[src/hdl/dpio_pkg.sv]
// What this block does
// (RULE_01) Each direction bit makes its bidirectional pin an output when 1 and an input when 0.
// (RULE_02) An output pin is driven low for a data bit of 0 and high for a data bit of 1.
// (RULE_03) Reading a data register returns 0 for a low input pin and 1 for a high input pin.
// (RULE_04) The second port is an 8-bit input-only port, digital after reset, read through its data register.
// (RULE_05) Setting the converter power-up bit turns the second port into converter input; clearing it returns it to digital.
// (RULE_06) After reset every bidirectional pin is an input until software sets its direction bit.
// (RULE_07) Writes to the bidirectional data register latch every bit, so the value shows once the pin turns output.
package dpio_pkg;
    // ****************************************
    // Register map
    // ****************************************
    localparam int ADDR_W = 4;
    localparam logic [ADDR_W-1:0] OFS_PORT_A_PIN_DATA = 4'h0;
    localparam logic [ADDR_W-1:0] OFS_PORT_A_DIRECTION = 4'h4;
    localparam logic [ADDR_W-1:0] OFS_PORT_E_INPUT_DATA = 4'h8;
    localparam logic [ADDR_W-1:0] OFS_OPTION = 4'hC;
    localparam int OPT_CONVERTER_POWER_UP_BIT = 7;
    localparam logic [7:0] RST_PORT_A_DATA = 8'h00;
    localparam logic [7:0] RST_PORT_A_DIRECTION = 8'h00;
    localparam logic [7:0] RST_OPTION = 8'h00;

    // ****************************************
    // Register bus carrier
    // ****************************************
    typedef struct packed {
        logic [ADDR_W-1:0] addr;
        logic [7:0] wdata;
        logic wr;
        logic rd;
    } dpio_bus_req_t;
endpackage : dpio_pkg

[src/hdl/dpio_top.sv]
`timescale 1ns/1ps
`default_nettype none
module dpio_top (
    // Clock and reset
    input wire logic CLK_SYS_I,
    input wire logic RST_I,
    // Register bus
    input wire dpio_pkg::dpio_bus_req_t BUS_I,
    output logic [7:0] RDATA_O,
    // Bidirectional port pins
    input wire logic [7:0] PA_IN_I,
    output logic [7:0] PA_OUT_O,
    output logic [7:0] PA_OE_O,
    // Input-only port pins
    input wire logic [7:0] PE_IN_I,
    // Converter control
    output logic CONVERTER_POWER_UP_O
);
    import dpio_pkg::*;

    logic [7:0] port_a_data;
    logic [7:0] port_a_direction;
    logic [7:0] option;
    logic [7:0] rdata;
    logic [7:0] next_port_a_data;
    logic [7:0] next_port_a_direction;
    logic [7:0] next_option;
    logic [7:0] next_rdata;
    logic [7:0] pa_sync;
    logic [7:0] pe_sync;
    logic [7:0] pa_read;

    // ****************************************
    // Pin synchronisers
    // ****************************************
    dpio_sync #(.WIDTH(8)) u_sync_a (
        .clk_i(CLK_SYS_I),
        .rst_i(RST_I),
        .d_i(PA_IN_I),
        .q_o(pa_sync)
    );

    dpio_sync #(.WIDTH(8)) u_sync_e (
        .clk_i(CLK_SYS_I),
        .rst_i(RST_I),
        .d_i(PE_IN_I),
        .q_o(pe_sync)
    );

    // ****************************************
    // Register file
    // ****************************************
    // Output pins read back latch, input pins read level
    always_comb
    begin
        for (int i = 0; i < 8; i++)
        begin
            pa_read[i] = port_a_direction[i] ? port_a_data[i] : pa_sync[i]; // see RULE_03
        end
    end

    // Next register values and read mux
    always_comb
    begin
        next_port_a_data = port_a_data;
        next_port_a_direction = port_a_direction;
        next_option = option;
        next_rdata = 8'h00;
        if (BUS_I.wr)
        begin
            unique case (BUS_I.addr)
                OFS_PORT_A_PIN_DATA: next_port_a_data = BUS_I.wdata; // see RULE_07
                OFS_PORT_A_DIRECTION: next_port_a_direction = BUS_I.wdata; // see RULE_01
                OFS_OPTION: next_option = BUS_I.wdata; // see RULE_05
                default: ;
            endcase
        end
        if (BUS_I.rd)
        begin
            unique case (BUS_I.addr)
                OFS_PORT_A_PIN_DATA: next_rdata = pa_read;
                OFS_PORT_A_DIRECTION: next_rdata = port_a_direction;
                // Converter mode leaves no digital reading
                OFS_PORT_E_INPUT_DATA:
                    next_rdata = option[OPT_CONVERTER_POWER_UP_BIT] ? 8'h00 : pe_sync; // see RULE_04
                OFS_OPTION: next_rdata = option;
                default: next_rdata = 8'h00;
            endcase
        end
    end

    // Register stage
    always_ff @(posedge CLK_SYS_I)
    begin
        if (RST_I)
        begin
            port_a_data <= RST_PORT_A_DATA;
            port_a_direction <= RST_PORT_A_DIRECTION; // see RULE_06
            option <= RST_OPTION; // see RULE_04
            rdata <= 8'h00;
        end
        else
        begin
            port_a_data <= next_port_a_data;
            port_a_direction <= next_port_a_direction;
            option <= next_option;
            rdata <= next_rdata;
        end
    end

    // ****************************************
    // Outputs straight from flops
    // ****************************************
    assign RDATA_O = rdata;
    assign PA_OUT_O = port_a_data; // see RULE_02
    assign PA_OE_O = port_a_direction; // see RULE_01
    assign CONVERTER_POWER_UP_O = option[OPT_CONVERTER_POWER_UP_BIT]; // see RULE_05

    // ****************************************
    // Elaboration checks
    // ****************************************
    // Power-up bit must sit inside the option byte
    if (OPT_CONVERTER_POWER_UP_BIT > 7)
    begin : g_bad_power_up_bit
        $error("converter power-up bit outside the option register");
    end

    // Offsets need a four-bit address
    if (ADDR_W < 4)
    begin : g_bad_addr_width
        $error("address too narrow for the register offsets");
    end
endmodule : dpio_top
`default_nettype wire

[src/hdl/dpio_sync.sv]
`timescale 1ns/1ps
`default_nettype none
// Two-flop synchroniser for a bus of pin levels
module dpio_sync #(
    parameter int WIDTH = 8
) (
    // Clock and reset
    input wire logic clk_i,
    input wire logic rst_i,
    // Data
    input wire logic [WIDTH-1:0] d_i,
    output logic [WIDTH-1:0] q_o
);
    logic [WIDTH-1:0] meta;
    logic [WIDTH-1:0] stable;

    // Refuse an empty bus
    if (WIDTH < 1)
    begin : g_bad_width
        $error("synchroniser width must be at least one");
    end

    // First and second stage
    always_ff @(posedge clk_i)
    begin
        if (rst_i)
        begin
            meta <= '0;
            stable <= '0;
        end
        else
        begin
            meta <= d_i;
            stable <= meta;
        end
    end

    assign q_o = stable;
endmodule : dpio_sync
`default_nettype wire

[config.mk]
export PLATFORM = sky130hd
export DESIGN_NAME = dpio_top
export DESIGN_NICKNAME = d
export VERILOG_FILES = /design/src/hdl/dpio_pkg.sv /design/src/hdl/dpio_top.sv /design/src/hdl/dpio_sync.sv
export SDC_FILE = /design/constraint.sdc
export NUM_CORES = 1
export LEC_CHECK = 0
export BUFFER_PORTS_ARGS = -buffer_cell sky130_fd_sc_hd__buf_2
export CORE_ASPECT_RATIO = 0.6
export CORE_MARGIN = 2
export CORE_UTILIZATION = 32
export CTS_BUF_LIST = sky130_fd_sc_hd__clkbuf_8
export CTS_CLUSTER_DIAMETER = 80
export DETAILED_ROUTE_END_ITERATION = 16
export PLACE_DENSITY = 0.49
export SYNTH_ARGS = -nofsm -noshare
export SYNTH_HDL_FRONTEND = slang
export SYNTH_SLANG_ARGS = --single-unit
[constraint.sdc]
create_clock -name CLK_SYS_I -period 1.55 [get_ports CLK_SYS_I]
set_input_delay 0.0775 -clock CLK_SYS_I [delete_from_list [all_inputs] [get_ports CLK_SYS_I]]
set_output_delay 0.0775 -clock CLK_SYS_I [all_outputs]
set_load 0.02 [all_outputs]
==> results of run 1 <==
==> logic make-up after synthesis <==
kind of cell / after synthesis / synth area share (%)
AO/OA/AOI/OAI: 71 / 17.8
multiplexers: 2 / 0.973
AND/OR/NAND/NOR: 75 / 20.4
buffers and inverters: 27 / 5.51
flip-flops: 64 / 55.4
==> cells in the mapped netlist <==
cell	instances	share of area [%]
clkinv_1	1	0.16
buf_2	6	1.3
inv_1	8	1.3
mux2_2	2	0.97
nor4bb_1	1	0.43
a32oi_1	8	3.0
nand3b_1	1	0.32
nand3_1	32	6.9
nor3_2	2	0.86
nor2_1	1	0.16
nor4_4	1	0.92
or4_1	1	0.32
dfxtp_1	64	55
a31oi_1	7	1.9
and4bb_2	1	0.54
o21ai_0	14	3.0
o21ai_1	10	2.2
a21oi_1	25	5.4
nor2b_1	33	8.9
buf_4	1	0.32
nand4bb_1	2	0.97
o211ai_1	7	2.3
clkbuf_1	9	1.5
buf_6	2	0.97
==> cells in the final DEF, fill, tap and decap left out, drive strengths merged <==
master       count
dfxtp           64
buf             63
nor2b           33
nand3           32
a21oi           25
o21ai           24
dlygate4sd3     20
clkbuf          11
inv              8
a32oi            8
o211ai           7
a31oi            7
clkinv           4
nand4bb          2
nor3             2
mux2             2
bufinv           2
nor4             1
or4              1
nor4bb           1
and4bb           1
nor2             1
nand3b           1
==> layer usage <==
metal | GRT usage [%] | up-vias | routed length, µm
met4 | 6.37 | 0 | 89
met2 | 22.1 | 57 | 2280
li1 | - | 1003 | -
met3 | 5.64 | 11 | 362
met1 | 23.8 | 936 | 3260
met5 | 0 | - | 0
==> worst paths after layout <==
kind / end / from / slack (ps) / cells past startpoint
max: RDATA_O[7] / PA_OE_O[7] / 460 / 3
min: PA_OE_O[1] / BUS_I[3] / 20 / 3
max reg2reg: RDATA_O[7] / PA_OE_O[7] / 460 / 3
min reg2reg: u_sync_a.q_o[0] / u_sync_a.meta[0] / 440 / 1
==> area by class of cell <==
cell class                      count  area, µm²
Clock buffer                       11        151
Clock inverter                      5       78.8
Fill cell                         691       3760
Inverter                            9       33.8
Multi-Input combinational cell    148        906
Sequential cell                    64       1280
Tap cell                           87        109
Timing Repair Buffer               83        533
==> metrics by stage <==
| step | setup WS, ps | hold WS (ps) | cells | utilization (%) |
|---|---|---|---|---|
| after floorplan | 379 | 206 | 239 | - |
| after global placement | 214 | 287 | 371 | 38.9 |
| after detailed placement | 190 | 294 | 371 | 38.9 |
| after CTS | 430 | 0.515 | 407 | 45.2 |
| after global routing | 369 | 20.3 | 407 | 45.2 |
| final | 457 | 19.3 | 407 | 45.2 |
==> registers in the layout, summed over array words and instances, names as in the netlist <==
signal / flops
u_sync_a.q_o: 8
PA_OE_O: 8
u_sync_e.meta: 8
option: 8
u_sync_a.meta: 8
PA_OUT_O: 8
RDATA_O: 8
u_sync_e.q_o: 8
==> where the power goes <==
part	switching, W	leakage (nW)	internal (W)	total [W]
clock	0.000633	0.119	0.000990	0.00162
sequential	0.0000162	0.523	0.00169	0.00171
combinational	0.000131	0.550	0.000113	0.000244
==> worst max-delay path: cells and delay by family, from the launching register on <==
kind	cells	cell delay (ps)
AOI/OAI and AO/OA	2	240
DFF	1	380
muxes	1	350
==> what timing repair did <==
item,4_1_cts,5_1_grt
hold buffers,20,0
hold endpoints to repair,23,0
resized for setup,0,0
==> metrics.txt, run 1 <==
CTS tree=yes; clk root buf=clkbuf_8; PD cells=1160 nW/µm²; final number of setup-violating endpoints=0; flops & latches, synth=64; GRT Residual Overflow=0; Total Power=approximately 0.0036 W; Initial Util=between 30 and 40%; critical path class=flip-flop to flip-flop; P&R area growth vs syn=33.6%; Total Wirelength=approximately 6000 µm; slowest stage delay, CP=380 ps; final net count=approximately 350; Slew @ Worst Pin=between 400 and 500 ps; core area=6850 µm²; syn nets=about 270; Ys Warns=0; share of post-route cells with drive strength above 1=between 20% and 30%; via count=around 2000; Buffers on Ports=56; Rel. slew slack=70.4%; Mapped Cells=approximately 240; postcts setup bufs=0; DRT Pass-1 Iters=4; CP Launch Type=flip-flop; Sink Count=between 60 and 70; die area=slightly below 8000 µm²; Die Y=roughly 70 µm; setup_tns=0 ps; Num CTS Buffers=9; # rows=23; Clock Path Buffers=2; VDD IR-drop max=roughly 0.00062 V; CP max stage cell=dfxtp_1; die width=about 110 µm; All-Layer GR Usage=between 15 and 20%; worst skew pair latency=between 300 and 400 ps; Ant. Diodes=0; CTS clk-pin slew, worst paths=around 70 ps; critical path arrival=1310 ps; register area share after synthesis=a little under three fifths; Req. time, crit path=around 1800 ps; DRC Markers=0; antenna viol nets, final=0; Wirelength per Cell=around 15 µm; cell area after layout=~3100 µm²; Setup Skew=5.71 ps; Boundary Pins=57; Final Hold Viols=0; largest net degree at the start of global routing=31; first-pass GRT wire length=around 10000 µm; Max-Cap Viols=0; Final Critical Period=between 1000 and 1500 ps; critical path endpoint category=flip-flop; HP Class=input port to flip-flop; htree depth=3; DPL Wire Length=roughly 4200 µm; status=completed; Worst Path Max Fanout=4; Post-Synthesis Cell Area=2310 µm²; placed inst area=about 2700 µm²; Cell Chain, Critical Path=mux2_2, a32oi_1, a21oi_1; initial antenna violation count=0; Iter 0 DRT Violations=112; vias in the first global route=~2000; Avg Inst Size Synth=9.69 µm²; Leakage=roughly 1.2 nW; period utilisation layout=70.5%; RSZ-0062 raised after global routing=false; Max Slew Vio Count=0; Synth cell types=24; fmax=about 920 MHz; RePlAce Congestion=approximately 0.75; vias per cell=just under 5
No activity file was read; power rests on OpenSTA's default activity.
==> run 2: changes to the inputs <==
- PLACE_DENSITY: 0.49 -> 0.51
- clock period: 1.55 -> 1 ns (I/O delays scaled with it)
==> run 2 against run 1 <==
Net effect: via count is 2.5% higher; sequential power is 54% higher; setup slack worse by 450 ps; sequential cell count stayed put; non-clock buffer count is 18 higher; clock-buffer cell count is 1 lower; core utilization is 3.9 points higher; design area is 8.7% higher; critical path depth stayed put; combinational power is 84% higher; clock skew is 2.1 ps higher; maximum frequency is 11% higher; critical path type unchanged; largest power group unchanged.
==> metrics.txt, run 2 (synthesis gave the netlist of run 1 again) <==
status=completed; PD cells=1640 nW/µm² (+42%); Req. time, crit path=1220 ps (-550 ps); Die Y=69.9 µm (unchanged); busiest grt layer=met2; Num CTS Buffers=9 (unchanged); routing usage on met3=4.95% (-0.69 points); P_int=0.00431 W (+54%); All-Layer GR Usage=15.5% (-0.88 points); vias per cell=4.84 (-1.8%); VDD IR-drop max=0.000786 V (+26%); Setup Skew=7.78 ps (+2.07 ps); hold wc startpoint=BUS_I[0]; r2r setup slk=10 ps (-450 ps); core area=6850 µm² (unchanged); final number of setup-violating endpoints=0 (unchanged); Total Wirelength=5930 µm (-0.99%); worst skew pair latency=330 ps (-20 ps); fmax=1010 MHz (+11%); Max Slew Vio Count=0 (unchanged); Max-Cap Viols=0 (unchanged); Ant. Diodes=0 (unchanged); RSZ-0062 raised after global routing=true; Worst R2R End=RDATA_O[7]; logic gate share of total power=8.2% (+1.4 points); Hold Path Stages=4 (+1); part of the power in the clock network=43.9% (-1.5 points); Sw Pwr=0.00120 W (+54%); commonest cells after routing, fill and taps aside=58 x dfxtp_1, 54 x buf_2, 32 x nor2b_1, 31 x nand3_1, 25 x a21oi_1; vias in the first global route=1951 (-2.3%); Iter 0 DRT Violations=133 (+19%); critical path class=flip-flop to flip-flop; DPL Wire Length=4210 µm (+0.18%); GRT Residual Overflow=0 (unchanged); Switching Share=21.8% (-0.049 points); share of post-route cells with drive strength above 1=32.5% (+6.0 points); CTS clk-pin slew, worst paths=70 ps (about the same); Leakage=1.31 nW (+10%); met2 Usage GRT=22.4% (+0.27 points); htree depth=3 (unchanged); HP Class=input port to flip-flop; critical path endpoint category=flip-flop; Sink Count=64 (unchanged); via count=2058 (+2.5%); P&R area growth vs syn=45.2%; period utilisation layout=98.9% (+28 points); final cell count without fillers=425 (+4.4%); Total Power=0.00551 W (+54%); CP Launch Type=flip-flop; antenna viol nets, final=0 (unchanged); Worst Path Max Fanout=3 (-1); worst reg-to-reg path cell count=3 (unchanged); first-pass GRT wire length=9660 µm (-3.4%); Rel. slew slack=81.6% (+11 points); reg2reg start=PA_OE_O[7]; postcts setup bufs=0 (unchanged); setup_tns=0 ps (unchanged); # rows=23 (unchanged); Clock Path Buffers=2 (unchanged); Wirelength per Cell=13.9 µm (-5.2%); met1 Resource Use GR=22.2% (-1.6 points); Final Critical Period=989 ps (-104 ps); critical path arrival=1210 ps (-100 ps); DRT Pass-1 Iters=4 (unchanged); largest net degree at the start of global routing=57 (+84%); Initial Util=33.8% (unchanged); DRC Markers=0 (unchanged); final core occ=49.1% (+3.9 points); Boundary Pins=57 (unchanged); die width=114 µm (unchanged); die area=7950 µm² (unchanged); dpl cells=385 (+3.8%); Final Hold Viols=0 (unchanged); clk root buf=clkbuf_8; commonest non-fill, non-tap cell in the layout=dfxtp_1; cell area after layout=3360 µm² (+8.7%); Flop pwr share=48.0% (+0.2 points); Buffers on Ports=56 (unchanged); RePlAce Congestion=0.785 (+4.5%); final net count=365 (+5.2%); initial antenna violation count=0 (unchanged); CTS tree=yes; hold endpoint=RDATA_O[6]; Slew @ Worst Pin=274 ps (-167 ps); placed inst area=2820 µm² (+5.8%)
## run 2: metrics by stage
step	setup slack [ps]	hold slack [ps]
finish	11.2	163
global route	-25.9	192
CTS	-16.5	127
detailed placement	-171	267
global placement	-158	264
floorplan	-112	178
## run 2: power groups by stage
stage               combinational, W  clock [W]  sequential, W
finish                      0.000450    0.00242        0.00264
global route                0.000494    0.00259        0.00265
CTS                         0.000441    0.00248        0.00264
detailed placement          0.000366          0        0.00270
global placement            0.000364          0        0.00270
floorplan                   0.000186          0        0.00270
## run 2: critical path, stage by stage, from the launching register on
cell	delay (ps)
dfxtp_4	360
mux2_4	300
a32oi_2	150
a21oi_1	80
## run 2: metal layers
metal / vias up / share of wire, %
li1: 1038 / -
met1: 958 / 52
met2: 57 / 41
met3: 5 / 6.2
met4: 0 / 0.71
met5: - / 0
## run 2: final cells by class
class | count | area (µm²)
flip-flops and latches | 64 | 1290
fillers | 652 | 3490
well taps | 87 | 109
clock inverters | 6 | 85.1
clock buffers | 10 | 138
multi-input cells | 148 | 970
inverters | 9 | 33.8
repair buffers | 101 | 732
## run 2: worst max-delay path by stage
stage                     startpoint           to  slack (ps)  depth (start not counted)
after global routing       option[7]   RDATA_O[7]         -30                          3
after floorplan            BUS_I[10]  PA_OUT_O[6]        -110                          5
after detailed placement   BUS_I[13]  PA_OUT_O[2]        -170                          4
after global placement     BUS_I[13]  PA_OUT_O[6]        -160                          4
after CTS                 PA_OE_O[7]   RDATA_O[7]         -20                          3
final                     PA_OE_O[7]   RDATA_O[7]          10                          3
## run 2: repair_timing
action,in CTS,in global routing
hold buffers,24,0
resized for setup,3,16
gates cloned,0,0
pin swaps,5,3
hold endpoints to repair,39,0
endpoints found under the setup margin,6,13
